`src/core/pamc_pkg.sv`:
```
// pamc_pkg: register map, field layouts and constants of the pulse accumulator block
package pamc_pkg;
   localparam int ADDR_W = 10;
   localparam int DATA_W = 32;

   // register indices; byte address is four times the index
   localparam logic [7:0] IDX_A_CTL    = 8'ha0;
   localparam logic [7:0] IDX_A_FLG    = 8'ha1;
   localparam logic [7:0] IDX_CNT3     = 8'ha2;
   localparam logic [7:0] IDX_CNT2     = 8'ha3;
   localparam logic [7:0] IDX_CNT1     = 8'ha4;
   localparam logic [7:0] IDX_CNT0     = 8'ha5;
   localparam logic [7:0] IDX_MC_CTL   = 8'ha6;
   localparam logic [7:0] IDX_MC_FLG   = 8'ha7;
   localparam logic [7:0] IDX_BYTE_EN  = 8'ha8;
   localparam logic [7:0] IDX_CAP_SYS  = 8'hab;
   localparam logic [7:0] IDX_B_CTL    = 8'hb0;
   localparam logic [7:0] IDX_B_FLG    = 8'hb1;
   localparam logic [7:0] IDX_DOWN_CNT = 8'hb6;
   localparam logic [7:0] IDX_TMR_SYS  = 8'h86;
   localparam logic [7:0] IDX_WORD_A   = 8'hc0;
   localparam logic [7:0] IDX_WORD_B   = 8'hc1;
   localparam logic [7:0] IDX_HOLD     = 8'hc2;

   // flag bit positions
   localparam int A_WRAP_BIT = 1;
   localparam int A_EDGE_BIT = 0;
   localparam int B_WRAP_BIT = 1;
   localparam int MC_UF_BIT  = 7;

   localparam logic [7:0]  BYTE_MAX  = 8'hff;
   localparam logic [15:0] MC_PRESET = 16'hffff;
   localparam logic [15:0] MC_ONE    = 16'h0001;
   localparam logic [15:0] MC_ZERO   = 16'h0000;
   localparam logic [3:0]  ALL_ARMED = 4'hf;
   localparam logic [5:0]  DIV64_LIMIT = 6'h3f;
   // modulus prescaler terminal counts for divide by 1, 4, 8, 16
   localparam logic [3:0][3:0] MC_DIV_LIMIT = {4'hf, 4'h7, 4'h3, 4'h0};

   typedef enum logic [1:0] {
      PAMC_SRC_PRESCALER = 2'h0,
      PAMC_SRC_ACCUM     = 2'h1,
      PAMC_SRC_DIV256    = 2'h2,
      PAMC_SRC_DIV65536  = 2'h3
   } pamc_source_type;

   typedef struct packed {
      logic            reserved;
      logic            accum_a_system_enable;
      logic            accum_gated_select;
      logic            accum_polarity_select;
      pamc_source_type timer_source_sel;
      logic            accum_wrap_irq_enable;
      logic            input_edge_irq_enable;
   } pamc_a_ctl_type;

   typedef struct packed {
      logic       underflow_irq_enable;
      logic       reload_mode;
      logic       read_load_select;
      logic       force_capture_latch;
      logic       force_count_load;
      logic       down_counter_enable;
      logic [1:0] down_prescale;
   } pamc_mc_ctl_type;

   typedef struct packed {
      logic       main_timer_enable;
      logic [1:0] reserved_hi;
      logic       fast_flag_clear;
      logic [3:0] reserved_lo;
   } pamc_tmr_sys_type;

   typedef struct packed {
      logic [5:0] reserved;
      logic       holding_buffer_enable;
      logic       latch_or_queue_select;
   } pamc_cap_sys_type;

   typedef struct packed {
      logic       reserved;
      logic       accum_b_system_enable;
      logic [4:0] reserved_lo;
      logic       accum_b_wrap_irq_enable;
   } pamc_b_ctl_type;
endpackage

```
`src/core/pamc_divider.sv`:
```
// pamc_divider: enable-gated clock divider producing one-cycle tick pulses
module pamc_divider #(
   parameter int WIDTH = 6
) (
   input  wire logic             pclk,
   input  wire logic             presetn,
   input  wire logic             enable,
   input  wire logic             clear,
   input  wire logic [WIDTH-1:0] limit,
   output logic                  tick
);
   typedef struct packed {
      logic [WIDTH-1:0] count;
   } pamc_div_state_type;

   pamc_div_state_type s;
   pamc_div_state_type next_s;

   // >= so that a smaller limit taking over mid-count cannot stall the divider
   assign tick = enable & ~clear & (s.count >= limit);

   always_comb begin
      next_s = s;
      if (clear || !enable || tick) begin
         next_s.count = '0;
      end else begin
         next_s.count = s.count + 1'b1;
      end
   end

   always_ff @(posedge pclk or negedge presetn) begin
      if (!presetn) begin
         s <= '0;
      end else begin
         s <= next_s;
      end
   end
endmodule

```
`src/core/pamc_edge.sv`:
```
// pamc_edge: rising and falling edge detector for one synchronous input pin
module pamc_edge (
   input  wire logic pclk,
   input  wire logic presetn,
   input  wire logic pin,
   output logic      rise,
   output logic      fall
);
   typedef struct packed {
      logic prev;
   } pamc_edge_state_type;

   pamc_edge_state_type s;
   pamc_edge_state_type next_s;

   assign rise = pin & ~s.prev;
   assign fall = ~pin & s.prev;

   always_comb begin
      next_s = s;
      next_s.prev = pin;
   end

   always_ff @(posedge pclk or negedge presetn) begin
      if (!presetn) begin
         s <= '0;
      end else begin
         s <= next_s;
      end
   end
endmodule

```
`src/core/pamc_top.sv`:
```
// pamc_top: pulse accumulators and modulus down-counter with an apb register slave
//
// Added by the designer: the APB slave port.
module pamc_top (
   input  wire logic                        pclk,
   input  wire logic                        presetn,
   input  wire logic [pamc_pkg::ADDR_W-1:0] paddr,
   input  wire logic                        psel,
   input  wire logic                        penable,
   input  wire logic                        pwrite,
   input  wire logic [pamc_pkg::DATA_W-1:0] pwdata,
   output logic      [pamc_pkg::DATA_W-1:0] prdata,
   output logic                             pready,
   output logic                             pslverr,
   input  wire logic                        accum_input_pin,
   input  wire logic [3:0]                  capture_pins,
   input  wire logic [3:0]                  capture_event,
   input  wire logic [3:0]                  capture_rising,
   input  wire logic                        timer_prescale_tick,
   output logic                             timer_clock_tick,
   output logic                             capture_latch,
   output logic                             accum_wrap_irq,
   output logic                             input_edge_irq,
   output logic                             accum_b_wrap_irq,
   output logic                             underflow_irq
);
   import pamc_pkg::*;

   typedef struct packed {
      pamc_a_ctl_type   a_ctl;
      pamc_mc_ctl_type  mc_ctl;
      pamc_tmr_sys_type tmr;
      pamc_cap_sys_type cap;
      pamc_b_ctl_type   b_ctl;
      logic [3:0]       byte_en;
      logic [3:0][7:0]  accum;
      logic [3:0][7:0]  hold;
      logic             wrap_a;
      logic             edge_a;
      logic             wrap_b;
      logic             underflow;
      logic [3:0]       polarity;
      logic [3:0]       pol_armed;
      logic [15:0]      down_count;
      logic [15:0]      load;
      logic [1:0]       active_pr;
      logic [31:0]      rdata;
      logic             ready;
      logic             slverr;
      logic             timer_tick;
      logic             latch_pulse;
      logic             irq_wrap_a;
      logic             irq_edge_a;
      logic             irq_wrap_b;
      logic             irq_underflow;
   } pamc_state_type;

   pamc_state_type s;
   pamc_state_type next_s;

   logic [4:0] rise;
   logic [4:0] fall;
   logic [4:0] pins;
   logic       div64_tick;
   logic       mc_tick;
   logic       mc_clear;

   assign pins = {accum_input_pin, capture_pins};

   // pin 4 is the accumulator A input, pins 3..0 feed the byte accumulators
   genvar g;
   generate
      for (g = 0; g < 5; g++) begin : g_pin
         pamc_edge u_edge (
            .pclk    (pclk),
            .presetn (presetn),
            .pin     (pins[g]),
            .rise    (rise[g]),
            .fall    (fall[g])
         );
      end
   endgenerate

   // timer prescaler stage: silent unless the main timer runs
   pamc_divider #(.WIDTH(6)) u_div64 (
      .pclk    (pclk),
      .presetn (presetn),
      .enable  (s.tmr.main_timer_enable),
      .clear   (1'b0),
      .limit   (DIV64_LIMIT),
      .tick    (div64_tick)
   );

   pamc_divider #(.WIDTH(4)) u_mc_div (
      .pclk    (pclk),
      .presetn (presetn),
      .enable  (s.mc_ctl.down_counter_enable),
      .clear   (mc_clear),
      .limit   (MC_DIV_LIMIT[s.active_pr]),
      .tick    (mc_tick)
   );

   logic [7:0] idx;
   logic       wr;
   logic       rd;
   logic       acc_a;
   logic       acc_b;
   logic       acc_mc;
   logic       a_en;
   logic       b_en;
   logic       pol;
   logic       a_edge;
   logic       a_inc;
   logic       b_edge;
   logic [3:0] own_edge;
   logic [3:0] inc;
   logic       wrap_set_a;
   logic       wrap_set_b;
   logic       cnt_write;
   logic       force_load;
   logic       uf_set;
   logic       latch_ev;
   logic       src_tick;
   logic [7:0] wb;

   assign idx    = paddr[ADDR_W-1:2];
   assign wb     = pwdata[7:0];
   assign wr     = psel & penable & s.ready & pwrite;
   assign rd     = psel & penable & s.ready & ~pwrite;
   assign acc_a  = (wr | rd) & (idx == IDX_CNT3 || idx == IDX_CNT2 || idx == IDX_WORD_A);
   assign acc_b  = (wr | rd) & (idx == IDX_CNT1 || idx == IDX_CNT0 || idx == IDX_WORD_B);
   assign acc_mc = (wr | rd) & (idx == IDX_DOWN_CNT);
   assign a_en   = s.a_ctl.accum_a_system_enable;
   assign b_en   = s.b_ctl.accum_b_system_enable;
   assign pol    = s.a_ctl.accum_polarity_select;

   // the trailing gate edge is the same edge that event mode counts
   assign a_edge = pol ? rise[4] : fall[4];
   assign a_inc  = a_en & (s.a_ctl.accum_gated_select ?
                   (div64_tick & (pol ? ~pins[4] : pins[4])) : a_edge);

   // chained B ignores the byte enables of bytes 1 and 0
   assign b_edge = pol ? rise[0] : fall[0];

   always_comb begin
      for (int k = 0; k < 4; k++) begin
         own_edge[k] = s.byte_en[k] & (pol ? rise[k] : fall[k]);
      end
      inc[0] = b_en ? b_edge : own_edge[0];
      inc[1] = b_en ? (b_edge & (s.accum[0] == BYTE_MAX)) : own_edge[1];
      inc[2] = a_en ? a_inc : own_edge[2];
      inc[3] = a_en ? (a_inc & (s.accum[2] == BYTE_MAX)) : own_edge[3];
   end

   assign wrap_set_a = inc[3] & (s.accum[3] == BYTE_MAX);
   assign wrap_set_b = b_en & inc[1] & (s.accum[1] == BYTE_MAX);

   assign cnt_write  = wr & (idx == IDX_DOWN_CNT);
   assign force_load = wr & (idx == IDX_MC_CTL) & wb[3] & s.mc_ctl.down_counter_enable;
   assign mc_clear   = cnt_write | force_load;
   assign uf_set     = s.mc_ctl.down_counter_enable & mc_tick & (s.down_count == MC_ONE);
   assign latch_ev   = s.cap.holding_buffer_enable & s.cap.latch_or_queue_select &
                       ((wr & (idx == IDX_MC_CTL) & wb[4]) | uf_set |
                        (cnt_write & (pwdata[15:0] == MC_ZERO)));

   always_comb begin
      case (s.a_ctl.timer_source_sel)
         PAMC_SRC_PRESCALER : src_tick = timer_prescale_tick;
         PAMC_SRC_ACCUM     : src_tick = a_inc;
         PAMC_SRC_DIV256    : src_tick = a_inc & (s.accum[2] == BYTE_MAX);
         PAMC_SRC_DIV65536  : src_tick = a_inc & (s.accum[2] == BYTE_MAX) &
                                         (s.accum[3] == BYTE_MAX);
         default            : src_tick = timer_prescale_tick;
      endcase
   end

   always_comb begin
      next_s = s;
      next_s.ready = psel & ~penable;
      next_s.slverr = 1'b0;
      next_s.rdata = '0;
      // read data is assembled in the setup cycle so that it can leave a flip-flop
      if (psel && !penable) begin
         case (idx)
            IDX_A_CTL    : next_s.rdata[7:0] = s.a_ctl;
            IDX_A_FLG    : next_s.rdata[7:0] = {6'h00, s.wrap_a, s.edge_a};
            IDX_CNT3     : next_s.rdata[7:0] = s.accum[3];
            IDX_CNT2     : next_s.rdata[7:0] = s.accum[2];
            IDX_CNT1     : next_s.rdata[7:0] = s.accum[1];
            IDX_CNT0     : next_s.rdata[7:0] = s.accum[0];
            IDX_MC_CTL   : next_s.rdata[7:0] = s.mc_ctl;
            IDX_MC_FLG   : next_s.rdata[7:0] = {s.underflow, 3'h0, s.polarity};
            IDX_BYTE_EN  : next_s.rdata[7:0] = {4'h0, s.byte_en};
            IDX_CAP_SYS  : next_s.rdata[7:0] = s.cap;
            IDX_B_CTL    : next_s.rdata[7:0] = s.b_ctl;
            IDX_B_FLG    : next_s.rdata[7:0] = {6'h00, s.wrap_b, 1'b0};
            IDX_TMR_SYS  : next_s.rdata[7:0] = s.tmr;
            IDX_WORD_A   : next_s.rdata[15:0] = {s.accum[3], s.accum[2]};
            IDX_WORD_B   : next_s.rdata[15:0] = {s.accum[1], s.accum[0]};
            IDX_HOLD     : next_s.rdata = s.hold;
            IDX_DOWN_CNT : next_s.rdata[15:0] = s.mc_ctl.read_load_select ?
                                                s.load : s.down_count;
            default      : next_s.slverr = 1'b1;
         endcase
      end

      // byte accumulators count; a bus write below takes precedence
      for (int k = 0; k < 4; k++) begin
         if (inc[k]) begin
            next_s.accum[k] = s.accum[k] + 8'h01;
         end
      end

      if (wr) begin
         case (idx)
            IDX_A_CTL   : next_s.a_ctl = pamc_a_ctl_type'(wb & 8'h7f);
            IDX_CNT3    : next_s.accum[3] = wb;
            IDX_CNT2    : next_s.accum[2] = wb;
            IDX_CNT1    : next_s.accum[1] = wb;
            IDX_CNT0    : next_s.accum[0] = wb;
            IDX_MC_CTL  : begin
               // force bits are actions and never stored
               next_s.mc_ctl = pamc_mc_ctl_type'(wb & 8'he7);
            end
            IDX_BYTE_EN : next_s.byte_en = wb[3:0];
            IDX_CAP_SYS : next_s.cap = pamc_cap_sys_type'(wb & 8'h03);
            IDX_B_CTL   : next_s.b_ctl = pamc_b_ctl_type'(wb & 8'h41);
            IDX_TMR_SYS : next_s.tmr = pamc_tmr_sys_type'(wb & 8'h90);
            IDX_WORD_A  : next_s.accum[3:2] = pwdata[15:0];
            IDX_WORD_B  : next_s.accum[1:0] = pwdata[15:0];
            default     : next_s.tmr = next_s.tmr;
         endcase
      end

      if (latch_ev) begin
         next_s.hold = s.accum;
         next_s.accum = '0;
      end

      // flags: set wins over any clear in the same cycle
      next_s.wrap_a = (s.wrap_a & ~(wr & (idx == IDX_A_FLG) & wb[A_WRAP_BIT]) &
                       ~(acc_a & s.tmr.fast_flag_clear)) | wrap_set_a;
      next_s.edge_a = (s.edge_a & ~(wr & (idx == IDX_A_FLG) & wb[A_EDGE_BIT]) &
                       ~(acc_a & s.tmr.fast_flag_clear)) | (a_en & a_edge);
      next_s.wrap_b = (s.wrap_b & ~(wr & (idx == IDX_B_FLG) & wb[B_WRAP_BIT]) &
                       ~(acc_b & s.tmr.fast_flag_clear)) | wrap_set_b;
      next_s.underflow = (s.underflow & ~(wr & (idx == IDX_MC_FLG) & wb[MC_UF_BIT]) &
                          ~(acc_mc & s.tmr.fast_flag_clear)) | uf_set;

      // reading the holding registers rearms the first-edge polarity capture
      for (int k = 0; k < 4; k++) begin
         if (s.pol_armed[k] && capture_event[k]) begin
            next_s.polarity[k] = capture_rising[k];
            next_s.pol_armed[k] = 1'b0;
         end
      end
      if (rd && idx == IDX_HOLD) begin
         next_s.pol_armed = ALL_ARMED;
      end

      // modulus down-counter
      if (cnt_write) begin
         next_s.load = pwdata[15:0];
      end
      if (!s.mc_ctl.down_counter_enable) begin
         next_s.down_count = MC_PRESET;
      end else if (cnt_write || force_load) begin
         next_s.down_count = cnt_write ? pwdata[15:0] : s.load;
         next_s.active_pr = s.mc_ctl.down_prescale;
      end else if (mc_tick) begin
         if (s.down_count == MC_ONE) begin
            next_s.down_count = s.mc_ctl.reload_mode ? s.load : MC_ZERO;
         end else if (s.down_count != MC_ZERO) begin
            next_s.down_count = s.down_count - MC_ONE;
         end else if (s.mc_ctl.reload_mode) begin
            next_s.down_count = s.load;
         end
      end

      next_s.timer_tick = a_en ? src_tick : timer_prescale_tick;
      next_s.latch_pulse = latch_ev;
      next_s.irq_wrap_a = next_s.wrap_a & next_s.a_ctl.accum_wrap_irq_enable;
      next_s.irq_edge_a = next_s.edge_a & next_s.a_ctl.input_edge_irq_enable;
      next_s.irq_wrap_b = next_s.wrap_b & next_s.b_ctl.accum_b_wrap_irq_enable;
      next_s.irq_underflow = next_s.underflow & next_s.mc_ctl.underflow_irq_enable;
   end

   always_ff @(posedge pclk or negedge presetn) begin
      if (!presetn) begin
         s <= '0;
         s.pol_armed <= ALL_ARMED;
         s.down_count <= MC_PRESET;
      end else begin
         s <= next_s;
      end
   end

   assign prdata = s.rdata;
   assign pready = s.ready;
   assign pslverr = s.slverr;
   assign timer_clock_tick = s.timer_tick;
   assign capture_latch = s.latch_pulse;
   assign accum_wrap_irq = s.irq_wrap_a;
   assign input_edge_irq = s.irq_edge_a;
   assign accum_b_wrap_irq = s.irq_wrap_b;
   assign underflow_irq = s.irq_underflow;
endmodule

```
`config.mk`:
```
export PLATFORM = sky130hd
export DESIGN_NAME = pamc_top
export DESIGN_NICKNAME = d
export VERILOG_FILES = /design/src/core/pamc_pkg.sv /design/src/core/pamc_divider.sv /design/src/core/pamc_edge.sv /design/src/core/pamc_top.sv
export SDC_FILE = /design/constraint.sdc
export NUM_CORES = 1
export LEC_CHECK = 0
export ABC_AREA = 1
export BUFFER_PORTS_ARGS = -buffer_cell sky130_fd_sc_hd__buf_4
export CORE_UTILIZATION = 50
export DETAILED_ROUTE_END_ITERATION = 8
export GPL_TIMING_DRIVEN = 0
export PLACE_DENSITY = 0.73
export SETUP_SLACK_MARGIN = 0.1
export SLEW_MARGIN = 10
export SYNTH_ARGS = -nofsm -noshare
export SYNTH_HDL_FRONTEND = slang
export SYNTH_SLANG_ARGS = --single-unit
```
`constraint.sdc`:
```
create_clock -name pclk -period 5.3 [get_ports pclk]
set_clock_uncertainty 0.2 [all_clocks]
set_input_delay 1.59 -clock pclk [delete_from_list [all_inputs] [get_ports pclk]]
set_output_delay 1.59 -clock pclk [all_outputs]
set_load 0.02 [all_outputs]
```
Word level (Yosys, flattened, before mapping)
Index checks and enable logic that the tools add are counted.
Widths: inputs -> output; s select.

cells by class
  $add $sub $neg = 7
  order comparisons = 3
  equality and inequality tests = 27
  mux-type cells = 53
  bitwise logic cells = 94
  reduce and logical (&&, ||, !) cells = 35

operators by type and width
  cell                   count
  $eq 8x8->1 const B     21
  $mux 16                10
  $pmux 8 s15            1
  $mux 70                1
  $and 1x1->1            66
  $mux 64                1
  $mux 8                 8
  $add 8x1->8 const B    4
  $mux 32                1
  $pmux 8 s2             2
  $pmux 8 s4             1
  $not 1->1              20
  $mux 1                 18
  $reduce_or 17->1       1
  $eq 16x1->1 const B    1
  $logic_not 16->1       1
  $mux 4                 4
  $reduce_and 2->1       8
  $reduce_bool 16->1     1
  $sub 16x1->16 const B  1
  $bmux 4 s2             1
  $logic_or 1x1->1       8
  $or 1x1->1             8
  $reduce_bool 2->1      4
  17 further kinds       27

storage, ports and cells
  flip-flop bits (word level) = 188
  bits of input ports = 61
  output and inout port bits = 40
  word-level logic and storage cells = 276

Depth between registers and ports, before layout
Gate-level depths: netlist of run 1.

  depth in word-level cells = 16
  gate-level depth with buffers = 15
  mapped depth without buffers = 14

By module
Synthesis of run 1 repeated with hierarchy kept, for this count alone.

unflattened totals
  cell total of the unflattened synthesis = 1527
  area, all modules = 11041.8 um^2

modules (own cells, without submodules)
  module                   instances  cells an instance  area each (um^2)  sequential area each (um^2)
  pamc_top                 1          1405               10089.7           4354.2
  pamc_divider (u_div64)   1          59                 451.7             150.1
  pamc_divider (u_mc_div)  1          38                 300.3             100.1
  pamc_edge                5          5                  40.0              25.0

Worst setup path after synthesis of run 1
No wires, ideal clock.

  kind = input port to flip-flop
  start point = input port paddr[8] in the netlist's numbering
  end point = register s[100] in the netlist's numbering
  library setup time = 130 ps
  arrival time = 2873 ps
  path slack = 2097 ps
  stages = 14
  buffers on the path = 2
  path through = inv_1 nand2_1 nor2_2 nand2_2 nor2_4 nand2_1 nor2_2 nor2_1 nand2_1 nand2_2 buf_6 buf_6 nand2_1 o21ai_1

between the ends
  longest elaborated chain between the ends = 13
  elaborated cells between the ends (all ways) = 17
  classes of those cells = 2 x eq/ne; 15 x bitwise

ends and longest elaborated chain
  item                       line                              text
  from (decl)                pamc_top.sv:7                     input wire logic [pamc_pkg::ADDR_W-1:0] paddr,
  $eq 8x8->1                 pamc_top.sv:159, pamc_top.sv:163
  $and 1x1->1                pamc_top.sv:159, pamc_top.sv:163
  $and 1x1->1 (2 in series)  pamc_top.sv:159                   assign force_load = wr & (idx == IDX_MC_CTL) & wb[3] & s.mc_ctl.down_counter_enable;
  $or 1x1->1                 pamc_top.sv:160                   assign mc_clear = cnt_write | force_load;
  $not 1->1                  pamc_divider.sv:20                assign tick = enable & ~clear & (s.count >= limit);
  $and 1x1->1 (2 in series)  pamc_divider.sv:20
  $and 1x1->1 (2 in series)  pamc_top.sv:161                   assign uf_set = s.mc_ctl.down_counter_enable & mc_tick & (s.down_count == MC_ONE);
  $or 1x1->1                 pamc_top.sv:163                   ((wr & (idx == IDX_MC_CTL) & wb[4]) | uf_set |
  $or 1x1->1 (*)             pamc_top.sv:163
  $and 1x1->1 (*)            pamc_top.sv:162                   assign latch_ev = s.cap.holding_buffer_enable & s.cap.latch_or_queue_select &
  to (signal assigned)       pamc_top.sv:294                   s <= next_s;
  to (decl)                  pamc_top.sv:58                    pamc_state_type s;

Mark *: on every way between the ends. The rest lies on a longest branch, timed or not.
A chain may end at the register's enable or synchronous reset.

Worst setup path in the final report of run 1
  start point = input port psel
  end point = register s[117] in the netlist's numbering

between the ends
  longest elaborated chain between the ends = 15
  elaborated cells between the ends (all ways) = 18
  classes of those cells = 18 x bitwise

ends and longest elaborated chain
  item                           line                              text
  from (decl)                    pamc_top.sv:8                     input wire logic psel,
  $and 1x1->1 (*) (3 in series)  pamc_top.sv:128                   assign wr = psel & penable & s.ready & pwrite;
  $and 1x1->1                    pamc_top.sv:159, pamc_top.sv:163
  $and 1x1->1 (2 in series)      pamc_top.sv:159
  $or 1x1->1                     pamc_top.sv:160
  $not 1->1                      pamc_divider.sv:20
  $and 1x1->1 (2 in series)      pamc_divider.sv:20
  $and 1x1->1 (2 in series)      pamc_top.sv:161
  $or 1x1->1                     pamc_top.sv:163
  $or 1x1->1 (*)                 pamc_top.sv:163
  $and 1x1->1 (*)                pamc_top.sv:162

Marks and branches as above.

==> results of run 1 <==
[kinds of logic after synthesis]
| kind of cell | Yosys count | share of synthesized area |
|---|---|---|
| simple gates | 819 | 0.3148 |
| buf+inv | 269 | 0.1093 |
| compound gates | 223 | 0.1170 |
| flops | 188 | 0.4298 |
| xor+xnor | 18 | 0.01433 |
| fa+ha+maj | 13 | 0.01478 |
[report_power, final]
part	switching, uW	leakage [uW]	internal [uW]
registers	18.4	0.00236	1450
clock network	653	0.000290	678
logic	135	0.00371	58.2
[per-stage QoR]
stage	hold slack, ps	util	instance area [um2]	total power (uW)	worst slack [ps]
final	268.1	0.5920	12600	2994	1635
after global routing	285.1	0.5920	12600	3084	1552
after CTS	270.1	0.5920	12600	3008	1708
after detailed placement	256.9	0.5637	12000	1688	1256
after global placement	249.5	0.5620	11960	1682	1228
after floorplan	232.9	-	11000	1576	2097
[worst max-delay path: cells and delay by family]
kind / cells / cell delay [ps]
AOI/OAI and AO/OA: 2 / 430
buffers and inverters: 2 / 660
and+or+nand+nor: 5 / 1080
[cells in the final DEF, fill, tap and decap left out, drive strengths merged, types with 13 or more instances in the layout]
cell,Yosys,final
dfrtp,168,168
nor3,17,17
nand4,22,22
dfstp,20,20
a21oi,34,34
xor2,16,16
clkbuf,23,41
o21ai,133,133
inv,190,197
nand2,460,460
buf,54,137
nand3,127,127
nor2,186,186
ha,13,13
o221ai,13,13
[metal layers]
layer	part of all wire	global-route usage
met5	0	0
met2	0.44	0.4696
met4	0.028	0.1136
met3	0.090	0.05788
met1	0.44	0.4697
[cell type report]
class	instances	area (um2)	share of cell area
repair buffers	83	650.6	0.05163
clock inverters	14	172.7	0.01370
plain buffers	77	481.7	0.03823
flip-flops and latches	188	4730	0.3753
inverters	192	720.7	0.05719
multi-input cells	1073	5072	0.4025
well taps	275	344.1	0.02731
clock buffers	18	429.2	0.03406
[registers in the layout, summed over array words and instances, names as in the netlist]
name,flops
underflow_irq,1
timer_clock_tick,1
accum_b_wrap_irq,1
b_en,1
u_div64.s,6
pol,1
capture_latch,1
s,130
prdata,32
input_edge_irq,1
pslverr,1
accum_wrap_irq,1
a_en,1
u_mc_div.s,4
g_pin.u_edge.s,5
pready,1
[path summary, 6_finish.rpt]
kind / startpoint / endpoint / slack [ps] / cells after the start
max in group asynchronous: presetn / s[70] / 3040 / 2
hold / removal: s[73] / s[73] / 270 / 2
hold reg to reg: s[73] / s[73] / 270 / 2
min in group asynchronous: presetn / u_div64.s[0] / 910 / 1
setup / recovery: psel / s[117] / 1640 / 9
setup reg to reg: pready / s[117] / 2510 / 8
==> results by group, run 1 <==
Outcome
  • Status: completed

Floorplanning
  • Starting density of the core: 0.5170
  • FP Rows: 53
  • Die Wd: 150.4 um
  • Die ar.: 22610 um2
  • Die Y: 150.4 um
  • CORE AREA: 21290 um2
  • I/O pin count: 101

Detailed routing
  • DR iter-0 viols: 1173
  • Vias per cell: 5.567
  • Via count: 10690
  • DR WL/cell: 18.10 um
  • Post-route ant nets: 0
  • Drt pass-1 iters: 5
  • Number of remaining DRC errors: 0
  • WL final: 34750 um

Setup path
  • CP max-delay cell: buf_1
  • CP startpoint kind: input pin
  • WP data arrival: 3760 ps
  • Crit Path Category: in2reg
  • Cells along the critical path: buf_4 -> nand3_1 -> nor2_4 -> o2111ai_2 -> nand3_2 -> nand2_1 -> nand2_2 -> buf_1 -> o21ai_1
  • CP peak stage delay: 580 ps
  • WP data required: 5390 ps
  • Critical Path Fanout Max: 10
  • Worst Setup End Kind: flop

Global route
  • Gr ovfl total: 0
  • Vias in the first global route: 9650
  • Initial antenna violation count: 0
  • Pin count of the biggest net entering global routing: 110
  • Global-route wire length before repair: 53950 um
  • Tot GR Track Use: 0.3199

Timing
  • Final Hold Fails: 0
  • Crit path time final: 3665 ps
  • Final period util: 0.6914
  • Fin. max-slew vios: 0
  • RSZ-0062 raised after global routing: no
  • Worst Max-Slew Pin Slew: 719.8 ps
  • Setup total negative slack: 0 ps
  • Fmax: 272.9 MHz
  • Final setup fails: 0
  • Slew HR: 0.5201

Clocking
  • CTS tree: done
  • H-tree depth: 4
  • Clock transition at the registers of the reported paths: 80 ps
  • CTS resizes: 0
  • Setup bufs post-CTS: 0
  • Max clock buf depth: 2
  • Hold-fix buffers, CTS: 0
  • Clock Sinks: 188
  • Num CTS Buffers: 17
  • Clk Latency, worst-skew pair: 440 ps
  • Root buffer cell: clkbuf_16

Synth
  • Seq/Total Area, Yosys: 0.4298
  • Synth cell types: 44
  • Seq cells post-synth: 188
  • Post-synth EDFFs: 0
  • Ys Warns: 0
  • Post-synth net total: 1604
  • Post-synth top flop: dfrtp_1
  • Netlist Area Pre-Place: 11000 um2
  • Fraction of registers with async set/reset: 1.000
  • Top cell type's share of synthesized area: 0.3820
  • Post-synth top area cell: dfrtp_1
  • Syn Area/Cell: 7.192 um2
  • Most common cell in the netlist: nand2_1
  • Syn Inst Count: 1530
  • List of most frequent post-synthesis cells: nand2_1, inv_1, nor2_1
  • Synth top area cells: dfrtp_1, nand2_1, inv_1

Finish
  • Area growth, synth to finish: 14.51%
  • N_diodes: 0
  • Finished Layout Cells: 1920
  • Filler cells: 2050
  • Fraction of layout cells with a size suffix above 1: 0.1392
  • Final #Nets: 1706

Placed design
  • Port bufs: 82
  • Routability cong.: 0.9932
  • Detail Placement HPWL: 26380 um
  • Dpl cells: 1888

Hold path
  • Min-delay worst type: reg2reg

Power
  • Peak VDD IR: 0.0001936 V
  • P per Cell Area: 237.6 nW/um2
  • LEAKAGE: 0.006359 uW

Job
  • Max-cap check violation count: 0
No activity file was read; power rests on OpenSTA's default activity.
==> run 2: changes to the inputs <==
Settings changed: PLACE_DENSITY 0.73 to 0.76.
Clock period 5.3 ns to 3.3 ns, I/O delays scaled along.
==> results by group, run 2 (synthesis results as in run 1) <==
Timing
  • Fmax: 339.8 MHz
  • Slew HR: 0.4491 (-0.07102)
  • Worst hold slack: 265.0 ps (-3.138 ps)
  • Crit path time final: 2943 ps
  • RSZ-0062 raised after global routing: no
  • Worst Max-Slew Pin Slew: 826.3 ps (+106.5 ps)
  • Final period util: 0.8918
  • Final setup fails: 0 (unchanged)
  • Fin. max-slew vios: 0 (unchanged)
  • Final Hold Fails: 0 (unchanged)

Floorplanning
  • Die Wd: 150.4 um (unchanged)
  • Starting density of the core: 0.5170 (unchanged)
  • CORE AREA: 21290 um2 (unchanged)
  • Die ar.: 22610 um2 (unchanged)
  • I/O pin count: 101 (unchanged)
  • FP Rows: 53 (unchanged)
  • Die Y: 150.4 um (unchanged)

Detailed routing
  • Number of remaining DRC errors: 0 (unchanged)
  • DR iter-0 viols: 1126 (-4.0%)
  • Vias per cell: 5.576 (+0.15%)
  • Post-route ant nets: 0 (unchanged)
  • Drt pass-1 iters: 6 (+1)
  • DR WL/cell: 17.85 um (-1.4%)
  • Via count: 10710 (+0.15%)
  • WL final: 34270 um (-1.4%)

Placed design
  • Port bufs: 82 (unchanged)
  • Placement Cell Area: 12000 um2 (unchanged)
  • Detail Placement HPWL: 25870 um (-1.9%)
  • Routability cong.: 1.034 (+4.1%)

Setup path
  • Worst R2R Path Depth: 13 (+5)
  • Worst Setup End Kind: flop
  • WP data required: 3400 ps (-1990 ps)
  • CP peak stage delay: 550 ps (-30 ps)
  • CP startpoint kind: input pin
  • Crit Path Category: in2reg
  • CP max-delay cell: buf_1
  • Cells along the critical path: buf_4 -> nand3_1 -> nor2_4 -> o2111ai_2 -> nand3_2 -> nand2_1 -> nand2_2 -> buf_1 -> o21ai_1
  • WP data arrival: 3040 ps (-720 ps)
  • Critical Path Fanout Max: 10 (unchanged)

Global route
  • Tot GR Track Use: 0.3191 (-0.0007663)
  • Pin count of the biggest net entering global routing: 114 (+3.6%)
  • Global-route wire length before repair: 53490 um (-0.86%)
  • Vias in the first global route: 9730 (+0.83%)
  • Gr ovfl total: 0 (unchanged)
  • Initial antenna violation count: 0 (unchanged)

Hold path
  • Min-delay worst type: reg2reg
  • WHS Path Cells: 1 (-1)

Power
  • Peak VDD IR: 0.0003515 V (+82%)
  • P per Cell Area: 379.8 nW/um2 (+60%)
  • LEAKAGE: 0.006363 uW (about the same)

Finish
  • Finished Cell Area: 12600 um2 (unchanged)
  • Commonest non-fill, non-tap cell in the layout: nand2_1
  • Final #Nets: 1706 (unchanged)
  • Largest register FFs: 130 (unchanged)
  • Most flops, register: s
  • Area growth, synth to finish: 14.51% (unchanged)
  • Fraction of layout cells with a size suffix above 1: 0.1398 (+0.0006079)
  • N_diodes: 0 (unchanged)
  • Commonest non-fill, non-tap cells in the layout: nand2_1, inv_1, nor2_1, dfrtp_1, nand3_1

Clocking
  • Max clock buf depth: 2 (unchanged)
  • Clk Latency, worst-skew pair: 450 ps (about the same)
  • Root buffer cell: clkbuf_16
  • H-tree depth: 4 (unchanged)
  • Num CTS Buffers: 17 (unchanged)
  • Setup bufs post-CTS: 0 (unchanged)
  • Clock Sinks: 188 (unchanged)
  • Hold-fix buffers, CTS: 0 (unchanged)
  • CTS tree: done
  • Clock transition at the registers of the reported paths: 80 ps (about the same)
  • CTS resizes: 0 (unchanged)

Outcome
  • Status: completed

Job
  • Max-cap check violation count: 0 (unchanged)
run 2: worst max-delay path, delay by kind of cell:
kind            cells  cell delay, ps
buf+inv             2             630
compound gates      2             400
simple gates        5            1010
run 2: path summary, 6_finish.rpt:
check                                    end  slack [ps]          from
worst max-delay path                   s[98]         360          psel
min in group asynchronous       u_div64.s[0]         400       presetn
worst min register to register  u_div64.s[0]         260  u_div64.s[0]
worst min-delay path            u_div64.s[0]         260  u_div64.s[0]
max in group asynchronous              s[68]        1570       presetn
worst max register to register        s[135]         600         s[41]
run 2: layout make-up:
| cell class | instances | area (um2) |
|---|---|---|
| Clock buffer | 17 | 425.4 |
| Clock inverter | 15 | 176.4 |
| Sequential cell | 188 | 4730 |
| Buffer | 77 | 481.7 |
| Tap cell | 275 | 344.1 |
| Inverter | 192 | 720.7 |
| Fill cell | 2049 | 8686 |
| Timing Repair Buffer | 83 | 650.6 |
| Multi-Input combinational cell | 1073 | 5072 |
run 2: power by group:
part / leakage [uW] / total (uW) / switching, uW / internal [uW]
Sequential: 0.00236 / 2360 / 29.6 / 2330
Combinational: 0.00371 / 308 / 214 / 93.2
Clock: 0.000294 / 2120 / 1030 / 1090
Total: 0.00636 / 4790 / 1280 / 3510
run 2: per-layer routing:
metal / up-vias / part of all wire / routed length (um) / GRT usage
met4: 0 / 0.030 / 1018 / 0.1157
li1: 5071 / - / - / -
met5: - / 0 / 0 / 0
met3: 80 / 0.089 / 3055 / 0.06000
met2: 544 / 0.44 / 14950 / 0.4714
met1: 5010 / 0.44 / 15250 / 0.4643
run 2: metrics by stage:
step	utilization	worst slack (ps)	setup TNS (ps)	power (uW)	std cells
global route	0.5920	243.2	0	4938	1920
detailed placement	0.5637	-63.77	-308.5	2708	1888
floorplan	-	696.6	0	2531	1530
global placement	0.5620	-163.9	-24750	2700	1887
finish	0.5920	357.0	0	4786	1920
CTS	0.5920	409.6	0	4793	1920
==> run 3: changes to the inputs <==
Settings changed: REMOVE_ABC_BUFFERS set to 1.
==> results by group, run 3 (synthesis results as in run 1) <==
Timing
  • Fin. max-slew vios: 0 (unchanged)
  • Worst hold slack: 275.0 ps (+10.00 ps)
  • Crit path time final: 3041 ps (+97.99 ps)
  • RSZ-0062 raised after global routing: no
  • Final Hold Fails: 0 (unchanged)
  • Fmax: 328.8 MHz (-3.2%)
  • Final period util: 0.9215 (+0.02969)
  • Final setup fails: 0 (unchanged)
  • Worst Max-Slew Pin Slew: 1023 ps (+196.5 ps)
  • Slew HR: 0.3181 (-0.1310)

Setup path
  • CP peak stage delay: 250 ps (-300 ps)
  • Crit path depth: 15 (+6)
  • Critical Path Fanout Max: 39 (+29)
  • Cells along the critical path: buf_4 -> inv_1 -> nand2_1 -> nor2_2 -> nand2_2 -> nor2_4 -> nand2_2 -> nor2_2 -> nor2_1 -> nand2_2 -> nand2_8 -> clkinvlp_4 -> buf_12 -> nand2_1 -> nand2_1
  • CP startpoint kind: input pin
  • Worst Setup End Kind: flop
  • Buffers plus inverters on the worst setup path: 4 (+2)
  • WP data required: 3490 ps (+90 ps)
  • Worst R2R Path Depth: 9 (-4)
  • CP max-delay cell: nor2_2
  • WP data arrival: 3230 ps (+190 ps)
  • Crit path max-delay family: simple AND/OR/NAND/NOR gates
  • Crit Path Category: in2reg

Finish
  • Most flops, register: s
  • Filler cells: 1990 (-2.9%)
  • Commonest non-fill, non-tap cells in the layout: nand2_1, inv_1, nor2_1, dfrtp_1, nand3_1
  • Fraction of layout cells with a size suffix above 1: 0.1188 (-0.02101)
  • Largest register FFs: 130 (unchanged)
  • Finished Cell Area: 12260 um2 (-2.7%)
  • Commonest non-fill, non-tap cell in the layout: nand2_1
  • Area growth, synth to finish: 11.44%
  • Storage cell area: 4730 um2 (unchanged)
  • N_diodes: 0 (unchanged)
  • Final #Nets: 1635 (-4.2%)
  • Multi-input gate area: 5129 um2 (+1.1%)
  • Core Util, Final: 0.5761 (-0.01587)
  • Finished Layout Cells: 1849 (-3.7%)

Floorplanning
  • CORE AREA: 21290 um2 (unchanged)
  • I/O pin count: 101 (unchanged)
  • Die Wd: 150.4 um (unchanged)
  • Die ar.: 22610 um2 (unchanged)
  • FP Rows: 53 (unchanged)
  • Starting density of the core: 0.5170 (unchanged)
  • Die Y: 150.4 um (unchanged)

Detailed routing
  • DR WL/cell: 17.83 um (about the same)
  • Via count: 10400 (-2.9%)
  • Number of remaining DRC errors: 0 (unchanged)
  • Post-route ant nets: 0 (unchanged)
  • DR iter-0 viols: 1349 (+20%)
  • Vias per cell: 5.624 (+0.87%)
  • Drt pass-1 iters: 6 (unchanged)
  • WL final: 32970 um (-3.8%)

Clocking
  • Clk Latency, worst-skew pair: 450 ps (about the same)
  • Clock Sinks: 188 (unchanged)
  • Root buffer cell: clkbuf_16
  • H-tree depth: 4 (unchanged)
  • Num CTS Buffers: 17 (unchanged)
  • Max clock buf depth: 2 (unchanged)
  • CTS tree: done
  • Clock transition at the registers of the reported paths: 70 ps (about the same)

Hold path
  • Min-delay worst type: reg2reg
  • WHS Path Cells: 1 (unchanged)

Placed design
  • Port bufs: 82 (unchanged)
  • Routability cong.: 0.9392 (-9.1%)
  • Detail Placement HPWL: 22790 um (-12%)
  • Dpl cells: 1812 (-4.0%)
  • Placement Cell Area: 11540 um2 (-3.8%)

Power
  • Peak VDD IR: 0.0002949 V (-16%)
  • Tot Pwr: 4896 uW (+2.3%)
  • P per Cell Area: 399.3 nW/um2 (+5.1%)
  • LEAKAGE: 0.006132 uW (-3.6%)

Job
  • Max-cap check violation count: 0 (unchanged)

Global route
  • Vias in the first global route: 9467 (-2.7%)
  • Initial antenna violation count: 0 (unchanged)
  • Gr ovfl total: 0 (unchanged)
  • Pin count of the biggest net entering global routing: 97 (-15%)
  • Global-route wire length before repair: 51600 um (-3.5%)
  • Tot GR Track Use: 0.3038 (-0.01530)

Outcome
  • Status: completed
run 3: worst paths after layout:
path,endpoint,startpoint,slack [ps]
min reg2reg,u_div64.s[0],u_div64.s[0],270
min,u_div64.s[0],u_div64.s[0],270
max in group asynchronous,s[66],presetn,1630
max reg2reg,s[62],s[180],310
min in group asynchronous,u_div64.s[0],presetn,340
max,s[106],paddr[8],260
run 3: metal layers:
metal / track usage / vias up / part of all wire
li1: - / 4924 / -
met1: 0.4294 / 4841 / 0.43
met2: 0.4594 / 555 / 0.45
met3: 0.05364 / 79 / 0.096
met4: 0.1242 / 0 / 0.030
met5: 0 / - / 0
run 3: repair_timing:
action                                 4_1_cts  5_1_grt
hold buffers                                 0        0
resized for setup                            4        5
pin swaps                                    1        1
gates cloned                                 0        1
endpoints found under the hold margin        0        0
setup endpoints to repair                   77       54
setup buffers                                4        0
run 3: layout make-up:
class / instances / area share
multi-input cells: 1074 / 0.4182
flip-flops and latches: 188 / 0.3857
inverters: 192 / 0.05908
repair buffers: 88 / 0.05775
clock buffers: 21 / 0.03836
well taps: 275 / 0.02806
clock inverters: 11 / 0.01286
run 3: where the power goes:
group | internal (uW) | switching, uW
Combinational | 94.0 | 214
Sequential | 2330 | 32.1
Clock | 1270 | 957
run 3: per-stage QoR:
stage          setup slack (ps)  setup TNS (ps)
3_5_place_dp             -954.0          -54880
6_report                  259.0               0
2_1_floorplan            -166.4           -2179
4_1_cts                   144.8               0
5_1_grt                   121.8               0
3_3_place_gp              -1555         -115430
